### config.mk
export PLATFORM = sky130hd
export DESIGN_NAME = pecpc_top
export DESIGN_NICKNAME = d
export VERILOG_FILES = /design/src/design/pecpc_pkg.sv /design/src/design/pecpc_top.sv
export SDC_FILE = /design/constraint.sdc
export NUM_CORES = 1
export LEC_CHECK = 0
export BUFFER_PORTS_ARGS = -buffer_cell sky130_fd_sc_hd__buf_4
export CELL_PAD_IN_SITES_DETAIL_PLACEMENT = 1
export CELL_PAD_IN_SITES_GLOBAL_PLACEMENT = 1
export CORE_MARGIN = 2
export CORE_UTILIZATION = 45
export CTS_CLUSTER_SIZE = 25
export DETAILED_ROUTE_END_ITERATION = 10
export PLACE_DENSITY_LB_ADDON = 0.1
export SLEW_MARGIN = 20
export SYNTH_ARGS = -nofsm -noshare
export SYNTH_HDL_FRONTEND = slang
export SYNTH_SLANG_ARGS = --single-unit
### constraint.sdc
create_clock -name i_sys_clk -period 2.5 [get_ports i_sys_clk]
set_input_delay 0.125 -clock i_sys_clk [delete_from_list [all_inputs] [get_ports i_sys_clk]]
set_output_delay 0.125 -clock i_sys_clk [all_outputs]
set_load 0.005 [all_outputs]
### src/design/pecpc_pkg.sv
/*
  Constants shared by the PHY statistics and PCS configuration block:
  register indices, field positions, reset values and timer lengths.
  Assumes a 125 MHz core clock and word-indexed management addresses.
*/
package pecpc_pkg;
  localparam int unsigned CLK_MHZ = 125;
  localparam logic [4:0] ADDR_LINK_LOSS = 5'h12;
  localparam logic [4:0] ADDR_BOGUS_CARRIER = 5'h13;
  localparam logic [4:0] ADDR_RX_FAULT = 5'h15;
  localparam logic [4:0] ADDR_DIE_REV = 5'h16;
  localparam logic [4:0] ADDR_PCS_CFG = 5'h17;
  localparam logic [4:0] ADDR_IRQ_STATUS = 5'h18;
  localparam logic [4:0] ADDR_IRQ_ENABLE = 5'h19;
  localparam logic [4:0] ADDR_IRQ_CLEAR = 5'h1A;
  localparam int unsigned POS_NRZI_EN = 15;
  localparam int unsigned POS_TIMER_LENGTH = 14;
  localparam int unsigned POS_TIMER_OFF = 13;
  localparam int unsigned POS_REPEATER = 12;
  localparam logic RST_NRZI_EN = 1'b1;
  localparam logic RST_TIMER_LENGTH = 1'b0;
  localparam logic RST_TIMER_OFF = 1'b0;
  localparam logic [15:0] RST_COUNT = 16'h0000;
  localparam logic [15:0] COUNT_MAX = 16'hFFFF;
  localparam int unsigned IRQ_LINK_LOSS = 0;
  localparam int unsigned IRQ_BOGUS = 1;
  localparam int unsigned IRQ_RX_FAULT = 2;
  localparam int unsigned IRQ_UNLOCK = 3;
  localparam int unsigned IRQ_WIDTH = 4;
  // Supervision intervals in their own units and in cycles (round down)
  localparam int unsigned LONG_TIMER_US = 2000;
  localparam int unsigned SHORT_TIMER_US = 722;
  localparam int unsigned LONG_TIMER_CYC = LONG_TIMER_US * CLK_MHZ;
  localparam int unsigned SHORT_TIMER_CYC = SHORT_TIMER_US * CLK_MHZ;
  localparam int unsigned MIN_IDLES = 8;
  localparam int unsigned CSC_LIMIT = 2;
endpackage : pecpc_pkg

### src/design/pecpc_top.sv
/*
  PHY statistics counters, revision code and PCS configuration high bits,
  with descrambler supervision, carrier sense steering and an interrupt.
  Assumes event inputs are one-cycle pulses from logic on i_sys_clk, and a
  management port on the same clock; the strap is a pin, synchronised.
  The management port has no wait states: a read strobe gives its data
  in the next cycle only, and a write lands at the strobe's edge.
  Unmapped indices read as zero and writes to them are dropped.
  Event pulses must be one cycle wide; a level held high counts on
  every cycle it is seen, which is how the bench reaches the wrap.
  The supervision lengths are parameters so a bench can shorten them.
*/
`timescale 1ns/100ps
`default_nettype none
module pecpc_top
  import pecpc_pkg::*;
#(
  parameter int unsigned LONG_CYC = LONG_TIMER_CYC,
  parameter int unsigned SHORT_CYC = SHORT_TIMER_CYC,
  parameter logic [15:0] DIE_REVISION_CODE = 16'h0001 // Arbitrary value
) (
  input wire logic i_sys_clk,
  input wire logic i_reset,
  input wire logic [4:0] i_addr,
  input wire logic [15:0] i_wdata,
  input wire logic i_wr,
  input wire logic i_rd,
  output logic [15:0] o_rdata,
  input wire logic i_link_lost,
  input wire logic i_carrier_start,
  input wire logic i_jk_seen,
  input wire logic i_rx_error,
  input wire logic i_rx_active,
  input wire logic i_tx_active,
  input wire logic i_collision,
  input wire logic i_full_duplex,
  input wire logic i_idle_symbol,
  input wire logic i_repeater_strap,
  output logic o_nrzi_en,
  output logic o_descr_locked,
  output logic o_descr_restart,
  output logic o_crs,
  output logic o_link_unstable,
  output logic o_irq
);

  typedef enum logic [1:0] {PECPC_SEEK, PECPC_LOCKED} pecpc_lock_t;

  // Register map, by word index:
  // link loss count, read only, wraps at all ones
  // false carrier count, a read clears it, saturates at all ones
  // receive error count, read only, wraps at all ones
  // die revision code, read only, a build parameter
  // PCS configuration, bits 15 to 12 writable, lower bits read zero
  // interrupt status, read only, sticky bits
  // interrupt enable, read and write
  // interrupt clear, write only, a one clears the matching bit
  //
  // Interrupt bit order:
  // bit 0 link loss event
  // bit 1 false carrier event
  // bit 2 faulty packet counted
  // bit 3 descrambler lock lost
  //
  // Configuration bits:
  // bit 15 NRZI coding on, set by reset
  // bit 14 long supervision interval when set
  // bit 13 supervision timer held off when set
  // bit 12 repeater mode when set, node mode when clear
  //
  // Hazards and trade-offs:
  // The false carrier clear and a new event may meet in one cycle;
  // the event is kept as a count of one rather than lost.
  // The strap is sampled once, after the synchroniser has settled,
  // so the strap must be steady a few cycles around reset release.
  // A management write to the configuration before the strap load
  // wins; software intent beats a pin level.
  // The supervision timer is shared by both interval lengths; changing
  // the length mid-interval takes effect against the running count.
  // The idle tally saturates so a long interval cannot wrap it back
  // below the lock threshold.
  // The private carrier check is kept apart from the visible count so
  // that management reads never disturb link stability judgement.
  // Carrier sense is registered, one cycle behind its inputs, which
  // keeps it glitch free at the cost of a cycle of latency.
  // Interrupt status sets beat clears, so an event in the clear cycle
  // is never dropped.
  // The interrupt output is a plain level of status and enable.

  logic [15:0] link_loss_tally_q;
  logic [15:0] bogus_carrier_tally_q;
  logic [15:0] rx_fault_tally_q;
  logic nrzi_en_q;
  logic unscramble_timer_length_q;
  logic unscramble_timer_off_q;
  logic repeater_q;
  logic strap_meta_q;
  logic strap_sync_q;
  logic strap_loaded_q;
  logic in_packet_q;
  logic pkt_err_q;
  logic pkt_coll_q;
  logic [IRQ_WIDTH-1:0] irq_status_q;
  logic [IRQ_WIDTH-1:0] irq_enable_q;
  logic [31:0] sup_timer_q;
  logic [7:0] idle_cnt_q;
  logic [1:0] csc_cnt_q;
  pecpc_lock_t lock_q;
  logic rd_bogus;
  logic pkt_end;
  logic pkt_count;
  logic bogus_event;
  logic sup_expire;
  logic unlock_event;
  logic [31:0] sup_limit;
  logic [IRQ_WIDTH-1:0] irq_events;

  function automatic logic [15:0] wrap_inc(input logic [15:0] v);
    wrap_inc = v + 16'h0001;
  endfunction : wrap_inc

  // Write strobe aimed at one register index
  function automatic logic wr_hit(input logic [4:0] a);
    wr_hit = i_wr && (i_addr == a);
  endfunction : wr_hit

  // Decode of strobes and derived events
  assign rd_bogus = i_rd && (i_addr == ADDR_BOGUS_CARRIER);
  assign bogus_event = i_carrier_start && !i_jk_seen;
  assign pkt_end = in_packet_q && !i_rx_active;
  assign pkt_count = pkt_end && pkt_err_q && !pkt_coll_q;

  // Link loss count; wraps naturally at all ones
  always_ff @(posedge i_sys_clk) begin
    if (i_reset) begin
      link_loss_tally_q <= RST_COUNT;
    end else if (i_link_lost) begin
      link_loss_tally_q <= wrap_inc(link_loss_tally_q);
    end
  end

  // False carrier count; a read clears it, but an event in the read
  // cycle survives as a count of one so nothing is lost
  always_ff @(posedge i_sys_clk) begin
    if (i_reset) begin
      bogus_carrier_tally_q <= RST_COUNT;
    end else if (rd_bogus) begin
      bogus_carrier_tally_q <= {15'h0000, bogus_event};
    end else if (bogus_event && bogus_carrier_tally_q != COUNT_MAX) begin
      bogus_carrier_tally_q <= wrap_inc(bogus_carrier_tally_q);
    end
  end

  // Packet tracker: remembers errors and collisions within one packet
  always_ff @(posedge i_sys_clk) begin
    if (i_reset) begin
      in_packet_q <= 1'b0;
      pkt_err_q <= 1'b0;
      pkt_coll_q <= 1'b0;
    end else begin
      in_packet_q <= i_rx_active;
      if (!in_packet_q) begin
        pkt_err_q <= i_rx_active && i_rx_error;
        pkt_coll_q <= i_rx_active && i_collision;
      end else begin
        pkt_err_q <= pkt_err_q || i_rx_error;
        pkt_coll_q <= pkt_coll_q || i_collision;
      end
    end
  end

  // Receive error count, once per faulty packet without a collision, at its end
  always_ff @(posedge i_sys_clk) begin
    if (i_reset) begin
      rx_fault_tally_q <= RST_COUNT;
    end else if (pkt_count) begin
      rx_fault_tally_q <= wrap_inc(rx_fault_tally_q);
    end
  end

  // Strap synchroniser; the pin is asynchronous to the core clock
  always_ff @(posedge i_sys_clk) begin
    strap_meta_q <= i_repeater_strap;
    strap_sync_q <= strap_meta_q;
  end

  // Configuration bits; strap value loaded at the first edge after reset
  // release, once the synchroniser holds a clean level
  always_ff @(posedge i_sys_clk) begin
    if (i_reset) begin
      nrzi_en_q <= RST_NRZI_EN;
      unscramble_timer_length_q <= RST_TIMER_LENGTH;
      unscramble_timer_off_q <= RST_TIMER_OFF;
      repeater_q <= 1'b0;
      strap_loaded_q <= 1'b0;
    end else if (wr_hit(ADDR_PCS_CFG)) begin
      nrzi_en_q <= i_wdata[POS_NRZI_EN];
      unscramble_timer_length_q <= i_wdata[POS_TIMER_LENGTH];
      unscramble_timer_off_q <= i_wdata[POS_TIMER_OFF];
      repeater_q <= i_wdata[POS_REPEATER];
      strap_loaded_q <= 1'b1;
    end else if (!strap_loaded_q) begin
      repeater_q <= strap_sync_q;
      strap_loaded_q <= 1'b1;
    end
  end

  // Supervision interval and expiry
  assign sup_limit = unscramble_timer_length_q ? LONG_CYC
                                               : SHORT_CYC;
  assign sup_expire = !unscramble_timer_off_q
                      && (sup_timer_q >= sup_limit - 32'd1);
  // Loss of lock: expiry while locked with too few idles seen
  assign unlock_event = (lock_q == PECPC_LOCKED) && sup_expire
                        && (idle_cnt_q < 8'(MIN_IDLES));

  // Supervision timer restarts each interval; off means never expire
  always_ff @(posedge i_sys_clk) begin
    if (i_reset) begin
      sup_timer_q <= 32'd0;
      idle_cnt_q <= 8'h00;
    end else if (sup_expire || unscramble_timer_off_q) begin
      sup_timer_q <= 32'd0;
      idle_cnt_q <= 8'h00;
    end else begin
      sup_timer_q <= sup_timer_q + 32'd1;
      if (i_idle_symbol && idle_cnt_q != 8'hFF) begin
        idle_cnt_q <= idle_cnt_q + 8'h01;
      end
    end
  end

  // Lock state: enough idles in an interval keep lock
  always_ff @(posedge i_sys_clk) begin
    if (i_reset) begin
      lock_q <= PECPC_SEEK;
    end else begin
      case (lock_q)
        PECPC_SEEK: begin
          if (i_idle_symbol && !sup_expire) begin
            lock_q <= PECPC_LOCKED;
          end
        end
        PECPC_LOCKED: begin
          if (sup_expire && idle_cnt_q < 8'(MIN_IDLES)) begin
            lock_q <= PECPC_SEEK;
          end
        end
        default: lock_q <= PECPC_SEEK;
      endcase
    end
  end

  // Restart pulse for the idle search on loss of lock
  always_ff @(posedge i_sys_clk) begin
    if (i_reset) begin
      o_descr_restart <= 1'b0;
    end else begin
      o_descr_restart <= unlock_event;
    end
  end

  // Private carrier stability counter, apart from the visible count
  always_ff @(posedge i_sys_clk) begin
    if (i_reset) begin
      csc_cnt_q <= 2'b00;
    end else if (i_carrier_start && i_jk_seen) begin
      csc_cnt_q <= 2'b00;
    end else if (bogus_event && csc_cnt_q != 2'(CSC_LIMIT)) begin
      csc_cnt_q <= csc_cnt_q + 2'b01;
    end
  end

  // Carrier sense steering by mode
  always_ff @(posedge i_sys_clk) begin
    if (i_reset) begin
      o_crs <= 1'b0;
    end else if (repeater_q || i_full_duplex) begin
      o_crs <= i_rx_active;
    end else begin
      o_crs <= i_rx_active || i_tx_active;
    end
  end

  // Sticky interrupt status; a set beats a clear in the same cycle
  assign irq_events = {unlock_event, pkt_count, bogus_event, i_link_lost};
  always_ff @(posedge i_sys_clk) begin
    if (i_reset) begin
      irq_status_q <= '0;
    end else if (wr_hit(ADDR_IRQ_CLEAR)) begin
      irq_status_q <= (irq_status_q & ~i_wdata[IRQ_WIDTH-1:0]) | irq_events;
    end else begin
      irq_status_q <= irq_status_q | irq_events;
    end
  end

  // Interrupt enable, one bit per status bit
  always_ff @(posedge i_sys_clk) begin
    if (i_reset) begin
      irq_enable_q <= '0;
    end else if (wr_hit(ADDR_IRQ_ENABLE)) begin
      irq_enable_q <= i_wdata[IRQ_WIDTH-1:0];
    end
  end

  // Read data one cycle after the strobe; zero otherwise and unmapped
  always_ff @(posedge i_sys_clk) begin
    if (i_reset || !i_rd) begin
      o_rdata <= 16'h0000;
    end else begin
      case (i_addr)
        ADDR_LINK_LOSS: o_rdata <= link_loss_tally_q;
        ADDR_BOGUS_CARRIER: o_rdata <= bogus_carrier_tally_q;
        ADDR_RX_FAULT: o_rdata <= rx_fault_tally_q;
        ADDR_DIE_REV: o_rdata <= DIE_REVISION_CODE;
        ADDR_PCS_CFG: o_rdata <= {nrzi_en_q, unscramble_timer_length_q,
                                  unscramble_timer_off_q, repeater_q,
                                  12'h000};
        ADDR_IRQ_STATUS: o_rdata <= {12'h000, irq_status_q};
        ADDR_IRQ_ENABLE: o_rdata <= {12'h000, irq_enable_q};
        default: o_rdata <= 16'h0000;
      endcase
    end
  end

  // Level outputs
  assign o_nrzi_en = nrzi_en_q;
  assign o_descr_locked = (lock_q == PECPC_LOCKED);
  assign o_link_unstable = (csc_cnt_q == 2'(CSC_LIMIT));
  assign o_irq = |(irq_status_q & irq_enable_q);

endmodule : pecpc_top
`default_nettype wire

# Word-level counts from Yosys, hierarchy flattened
# Cells that the tools add are included.
# word_totals
in_bits	35
output_inout_bits	22
reg_bits	128
wordCells	105
# op_classes
bitwise_logic	5
n_addsub	7
magnitude_cmp	2
n_eq_ne	16
muxes	14
n_reduce_logical	38
# ops
op	count
16-bit case mux with 7 select lines	1
16-bit by 1-bit adder with 16-bit output, second input constant	3
5-bit == test, second input constant	8
32-bit by 1-bit adder with 32-bit output, second input constant	1
32-bit >= comparator	1
1-bit logical AND	19
18-bit by 1-bit subtractor with 19-bit output, second input constant	1
18-bit two-way mux	1
16-bit inequality test, second input constant	1
8-bit by 1-bit adder with 8-bit output, second input constant	1
4-bit AND	2
8-bit by 4-bit < comparator with 1-bit output, second input constant	1
1-bit two-way mux	8
8-bit inequality test, second input constant	1
4-bit OR	2
1-bit logical NOT	6
1-bit logical OR	6
2-bit OR reduction	3
2-bit two-way mux	2
4-bit two-way mux	1
2-bit by 1-bit inequality test with 1-bit output, second input constant	2
2-bit inequality test, second input constant	2
4-bit NOT	1
2-bit case mux with 2 select lines	1
7 further kinds	7

# Longest topological paths before layout
# Gate-level depths: netlist of the first run.
# depth
depth_word	8
depth_mapped	8
ltp_nobuf	7

# Worst setup path before layout of the first run
# OpenSTA, ideal clock, no wires.
# synth_timing
path_kind	register -> register
from	register unscramble_timer_length_q
to	register idle_cnt_q[0]
stages_incl_launch_ff	9
t_required_ns	2.435
arrival_time_ns	1.660
setup_slack_ns	0.775
synth_period_minus_slack_ns	1.725
path_buffers	1
setup_time_ns	0.065
cell_sequence	dfxtp_1 > inv_1 > ha_1 > a211oi_1 > o21ai_0 > a31oi_2 > o211ai_4 > buf_6 > nor2_1
# synth_between
elab_chain_len	6
# synth_rtl
element	line	rtl
start, declared	pecpc_top.sv:94	logic unscramble_timer_length_q;
start signal, assigned	pecpc_top.sv:198	unscramble_timer_length_q <= i_wdata[POS_TIMER_LENGTH];
18-bit two-way mux	pecpc_top.sv:209	assign sup_limit = unscramble_timer_length_q ? LONG_CYC
18-bit by 1-bit subtractor with 19-bit output	pecpc_top.sv:212	&& (sup_timer_q >= sup_limit - 32'd1);
32-bit >= comparator	pecpc_top.sv:212	
1-bit logical AND	pecpc_top.sv:212	
1-bit logical OR	pecpc_top.sv:222	end else if (sup_expire || unscramble_timer_off_q) begin
2-bit OR reduction (no line)	--	
end signal, assigned	pecpc_top.sv:228	idle_cnt_q <= idle_cnt_q + 8'h01;
end, declared	pecpc_top.sv:106	logic [7:0] idle_cnt_q;
# Every way passes these cells.
# A chain may end at the register's enable or synchronous reset.

# Worst setup path after layout of the first run
# layout_timing
from	register unscramble_timer_length_q
to	register idle_cnt_q[2]
# Same word-level chain as after synthesis.

==> flow_metrics.tcl, run 1 <==
set metrics [dict create \
    drive_gt1_share_pct 15.07 \
    clock_latency_ns 0.42 \
    cts_buffer_depth 2 \
    tritoncts "yes" \
    synth_common_cells "127 x dfxtp_1, 113 x nor2_1, 41 x nand2_1" \
    max_stage_delay_ns 0.39 \
    wl_per_cell_um 17.05 \
    crit_family "compound AO/OA/AOI/OAI gates" \
    min_period_ns 2.131 \
    cp-start-kind "flip-flop" \
    grtUsageTotal_pct 23.58 \
    io_buffers 48 \
    drv_cap 0 \
    clk_pin_slew_ns 0.05 \
    start_util_pct 45.59 \
    cp_max_fo 27 \
    antenna_found_initial 0 \
    cts_hold_buf 14 \
    cp-end-kind "flip-flop" \
    die_y_um 113.9 \
    fin_nets 724 \
    via_count 4596 \
    gp_routability_congestion 0.7959 \
    max_freq_mhz 469.2 \
    drc 0 \
    synth_area_leader_cell "dfxtp_1" \
    synthTopCellsByArea "dfxtp_1 47%, nor2_1 7.8%, xor2_1 5.3%" \
    synth-main-ff-cell "dfxtp_1" \
    fp.coreArea_sq_mm 0.01191 \
    leakagePower_nw 2.489 \
    first_pass_iters 4 \
    post_cts_buffers 0 \
    die_area_sq_mm 0.01296 \
    setup-tns-final_ns 0 \
    synthArstFlopShare_pct 0 \
    rows 40 \
    critical_path_buf_inv_count 2 \
    fin_area_sq_mm 0.006780 \
    finalSetupViolCount 0 \
    cts_sinks 127 \
    grt_setup_unrepaired "no" \
    critPathSlowestCell "dfxtp_1" \
    ios 57 \
    grt-ovfl-total 0 \
    grt_pass1_vias 4753 \
    finalHoldViolCount 0 \
    antenna_left 0 \
    drtIter0Drc 224 \
    yosysMostFrequentCell "dfxtp_1" \
    ys_types 54 \
    power_density_mw_per_mm2 735.4 \
    area_growth_pct 24.86 \
    vdd_ir_drop_max_mv 0.4527 \
    critical_path.cell_chain "inv_1, ha_1, a211oi_1, o21ai_0, a31oi_2, o211ai_4, buf_4, a311oi_1" \
    path_class "flip-flop to flip-flop" \
    synth_edf_count 0 \
    yosys_warnings 0 \
    clockRootBuffer "clkbuf_16" \
    grt_pass1_wl_mm 23.79 \
    yosysSeqAreaShare_pct 46.82 \
    synth_seq_cells 127 \
    cts_resized 0 \
    status "complete, no violations" \
    finClkSkew_ns 0.007212 \
    antennaDiodeCount 0 \
    worst_pin_slew_ns 0.7039 \
    cp.arrival_ns 2.45 \
    die_x_um 113.9 \
    fin_crit_sh_pct 85.26 \
    htree_num_levels 4 \
    setup_ws_ns 0.3686 \
    dp_slack_ns 0.3789 \
    grt_max_degree 30 \
    required_ns 2.82 \
    numCtsBuffers 17 \
    maxSlewHeadroom_pct 52.64 \
    netlist_instances 597 \
    hold_ws_ns 0.04966 \
    synth_top_area_share_pct 46.82 \
    syn_avg_cell_area_sq_um 9.096 \
    netlist_area_sq_mm 0.005430 \
    routed_via_density 5.491 \
    hp-class "input pin to flip-flop" \
    wirelength_mm 14.27 \
    post_dp_cell_area_sq_mm 0.005974 \
    slew_violations 0 \
    dp_hpwl_mm 10.12 \
]
worst register-to-register path, delay by kind of cell (launching register included):
| family | cells | cell delay (ns) |
|---|---|---|
| AOI/OAI and AO/OA | 5 | 0.95 |
| DFF | 1 | 0.39 |
| buffers and inverters | 2 | 0.38 |
| adders and majority gates | 1 | 0.31 |
final timing paths:
| check | start | end | slack (ns) | cells past startpoint |
|---|---|---|---|---|
| worst max-delay path | unscramble_timer_length_q$_SDFFE_PP0P_ | idle_cnt_q[2]$_SDFFE_PP0P_ | 0.37 | 8 |
| worst max register to register | unscramble_timer_length_q$_SDFFE_PP0P_ | idle_cnt_q[2]$_SDFFE_PP0P_ | 0.37 | 8 |
| worst min-delay path | i_rx_error | pkt_err_q$_SDFF_PP0_ | 0.05 | 3 |
| worst min register to register | strap_meta_q$_DFF_P_ | strap_sync_q$_DFF_P_ | 0.33 | 0 |
area by class of cell:
class,count,area (sq um)
clock inverters,10,181.4
multi-input cells,452,2798
fillers,1384,5131
well taps,147,183.9
flip-flops and latches,127,2542
repair buffers,69,553.0
clock buffers,22,484.2
inverters,10,37.54
cells in the final DEF, fill, tap and decap left out, drive strengths merged, types with 17 or more instances in the layout:
master | netlist | final
nor2 | 113 | 113
xor2 | 33 | 33
clkbuf | 11 | 22
dfxtp | 127 | 127
nand2 | 41 | 41
xnor2 | 23 | 23
nand4 | 27 | 27
nor3 | 17 | 17
a21oi | 27 | 27
buf | 9 | 55
nand3 | 25 | 25
per-stage QoR:
stage               total power, W  util [%]  std cells
CTS                       0.005030     56.92        837
global route              0.005141     56.92        837
global placement          0.002259     50.16        791
detailed placement        0.002265     50.16        791
floorplan                 0.002194         -        609
finish                    0.004986     56.92        837
kinds of logic (layout without fill, tap and decap cells):
group           count (synthesis)  after routing  share of synthesized area [%]
compound gates                 77             77                          9.632
xor+xnor                       56             56                          9.032
fa+ha+maj                      12             12                          2.765
buf+inv                        30            111                          2.488
flops                         127            127                          46.82
mux                            20             20                          3.871
other cells                     1             13                        0.06906
simple gates                  274            274                          25.32
state kept, by name, indices dropped and copies added, names as in the netlist, 2 cells and up:
name,count
bogus_carrier_tally_q,16
csc_cnt_q,2
idle_cnt_q,8
irq_enable_q,4
irq_status_q,4
link_loss_tally_q,16
o_rdata,16
rx_fault_tally_q,16
sup_timer_q,32
report_power, final:
| part | switching, W | internal (W) |
|---|---|---|
| Clock | 0.000874 | 0.00187 |
| Combinational | 0.0000886 | 0.0000786 |
| Sequential | 0.0000201 | 0.00205 |
| Total | 0.000983 | 0.00400 |
per-layer routing:
layer  vias to the layer above  global-route usage (%)  wire length, um
met4                         0                   6.179              127
met5                         -                       0                0
met2                        56                   44.15             7663
met1                      2262                   26.47             6042
met3                        13                   6.164              436
li1                       2265                       -                -
Power figures use the tool's default switching activity.
==> run 2: changes to the inputs <==
--- a/config.mk
+++ b/config.mk
@@ -9,7 +9,8 @@
 export CELL_PAD_IN_SITES_DETAIL_PLACEMENT = 1
 export CELL_PAD_IN_SITES_GLOBAL_PLACEMENT = 1
 export CORE_MARGIN = 2
-export CORE_UTILIZATION = 45
+export CORE_UTILIZATION = 47
+export CTS_BUF_LIST = sky130_fd_sc_hd__clkbuf_4
 export CTS_CLUSTER_SIZE = 25
 export DETAILED_ROUTE_END_ITERATION = 10
 export PLACE_DENSITY_LB_ADDON = 0.1
==> run 2 against run 1 <==
- non-clock buffer count grew 4
- first-iteration DRC count shrank 10%
- clock power shrank 35%
- die area shrank 4.1%
- final cell count is the same
- clock-buffer cell count shrank 4
- final area shrank 3.7%
- flip-flop and latch count is the same
- combinational power is essentially flat
- critical path depth is the same
- via count shrank 0.83%
- clock skew grew 0.0046 ns
- critical endpoint unchanged
==> flow_metrics.tcl, run 2 (synthesis gave the netlist of run 1 again) <==
set metrics [dict create \
    largest_reg_flops 32 \
    finClkSkew_ns 0.01180 \
    routed_via_density 5.446 \
    layout_commonest_cell "dfxtp_1" \
    required_ns 2.96 \
    grt_pass1_vias 4784 \
    antenna_left 0 \
    drtIter0Drc 201 \
    status "complete, no violations" \
    ios 57 \
    hold_ws_ns 0.05894 \
    met1_usage_pct 25.69 \
    cts_buffer_depth 2 \
    min_period_ns 2.168 \
    crit_path_start "unscramble_timer_length_q$_SDFFE_PP0P_" \
    clockRootBuffer "clkbuf_4" \
    start_util_pct 47.76 \
    area_growth_pct 20.21 \
    regToRegStartpoint "unscramble_timer_length_q$_SDFFE_PP0P_" \
    cp-end-kind "flip-flop" \
    dp_hpwl_mm 9.833 \
    finalSetupViolCount 0 \
    slew_violations 0 \
    busiest_layer "met2" \
    met2_usage_pct 40.93 \
    grtUsageTotal_pct 23.05 \
    via_count 4558 \
    regMostFlops "sup_timer_q" \
    maxSlewHeadroom_pct 51.70 \
    die_x_um 111.5 \
    tritoncts "yes" \
    fill_cells 1343 \
    r2r_cells 8 \
    clk_pin_slew_ns 0.11 \
    path_class "flip-flop to flip-flop" \
    worst_pin_slew_ns 0.7189 \
    drv_cap 0 \
    drc 0 \
    gp_routability_congestion 0.8303 \
    max_freq_mhz 461.3 \
    first_pass_iters 4 \
    wirelength_mm 13.73 \
    grtUsageMet3_pct 6.042 \
    rows 39 \
    setup-tns-final_ns 0 \
    grt_pass1_wl_mm 22.91 \
    fin_crit_sh_pct 86.70 \
    hold_depth 3 \
    finalHoldViolCount 0 \
    fin_nets 728 \
    cts_sinks 127 \
    antenna_found_initial 0 \
    io_buffers 48 \
    grt-ovfl-total 0 \
    die_y_um 111.5 \
    dp_slack_ns 0.3577 \
    wl_per_cell_um 16.40 \
    power.total_w 0.004031 \
    leakagePower_nw 2.363 \
    cp-start-kind "flip-flop" \
    numCtsBuffers 17 \
    vdd_ir_drop_max_mv 0.4982 \
    min-delay-start "i_jk_seen" \
    antennaDiodeCount 0 \
    clock_latency_ns 0.55 \
    cp_max_fo 27 \
    die_area_sq_mm 0.01243 \
    setup_ws_ns 0.3324 \
    htree_num_levels 4 \
    post-route-util_pct 57.41 \
    final_cell_mix "127 x dfxtp_1, 113 x nor2_1, 54 x buf_4, 41 x nand2_1, 33 x xor2_1" \
    grt_setup_unrepaired "no" \
    grt_max_degree 48 \
    cp.arrival_ns 2.62 \
    fp.coreArea_sq_mm 0.01137 \
    power_density_mw_per_mm2 617.6 \
    hp-class "input pin to flip-flop" \
    drive_gt1_share_pct 14.99 \
]
[run 2: cell types whose count changed in the layout (fill, tap and decap cells not counted), sizes merged]
cell         before  now
bufinv            5    6
clkinv            4    3
clkbuf           22   18
buf              55   54
dlygate4sd3      14   19
clkinvlp          1    5
[run 2: what timing repair did]
item                      4_1_cts  5_1_grt
gates resized for setup         0        0
setup buffers                   0        0
hold endpoints to repair       29        0
hold buffers                   19        0
[run 2: critical path: stages (launching register included)]
cell and delay (ns):
dfxtp_1 0.41, inv_1 0.15, ha_1 0.32, a211oi_1 0.19
o21ai_0 0.14, a31oi_2 0.28, o211ai_4 0.11, buf_4 0.24
a311oi_1 0.23
[run 2: area by class of cell]
type / instances / area [sq um] / area share, %
Clock inverter: 14 / 240.2 / 3.680
Inverter: 10 / 37.54 / 0.5750
Sequential cell: 127 / 2542 / 38.95
Tap cell: 143 / 178.9 / 2.741
Multi-Input combinational cell: 452 / 2798 / 42.86
Clock buffer: 18 / 135.1 / 2.070
Timing Repair Buffer: 73 / 595.6 / 9.124
[run 2: path summary, 6_finish.rpt]
| check | end | slack, ns |
|---|---|---|
| setup / recovery | idle_cnt_q[2]$_SDFFE_PP0P_ | 0.33 |
| hold / removal | irq_status_q[1]$_SDFF_PP0_ | 0.06 |
| setup reg to reg | idle_cnt_q[2]$_SDFFE_PP0P_ | 0.33 |
| hold reg to reg | strap_sync_q$_DFF_P_ | 0.36 |
[run 2: stage by stage]
step	instance area, sq um	instances
floorplan	5475	609
global placement	5962	786
detailed placement	5962	786
CTS	6528	837
global route	6528	837
finish	6528	837
[run 2: routing by layer]
| metal | share of wire, % | vias to the layer above |
|---|---|---|
| li1 | - | 2275 |
| met1 | 42 | 2170 |
| met2 | 51 | 84 |
| met3 | 3.4 | 29 |
| met4 | 2.7 | 0 |
| met5 | 0 | - |
[run 2: power by group]
| part | switching, W | internal, W | total [W] | leakage [nW] |
|---|---|---|---|---|
| Sequential | 0.0000210 | 0.00205 | 0.00207 | 1.03 |
| Combinational | 0.0000866 | 0.0000827 | 0.000169 | 1.15 |
| Clock | 0.000786 | 0.00100 | 0.00179 | 0.180 |
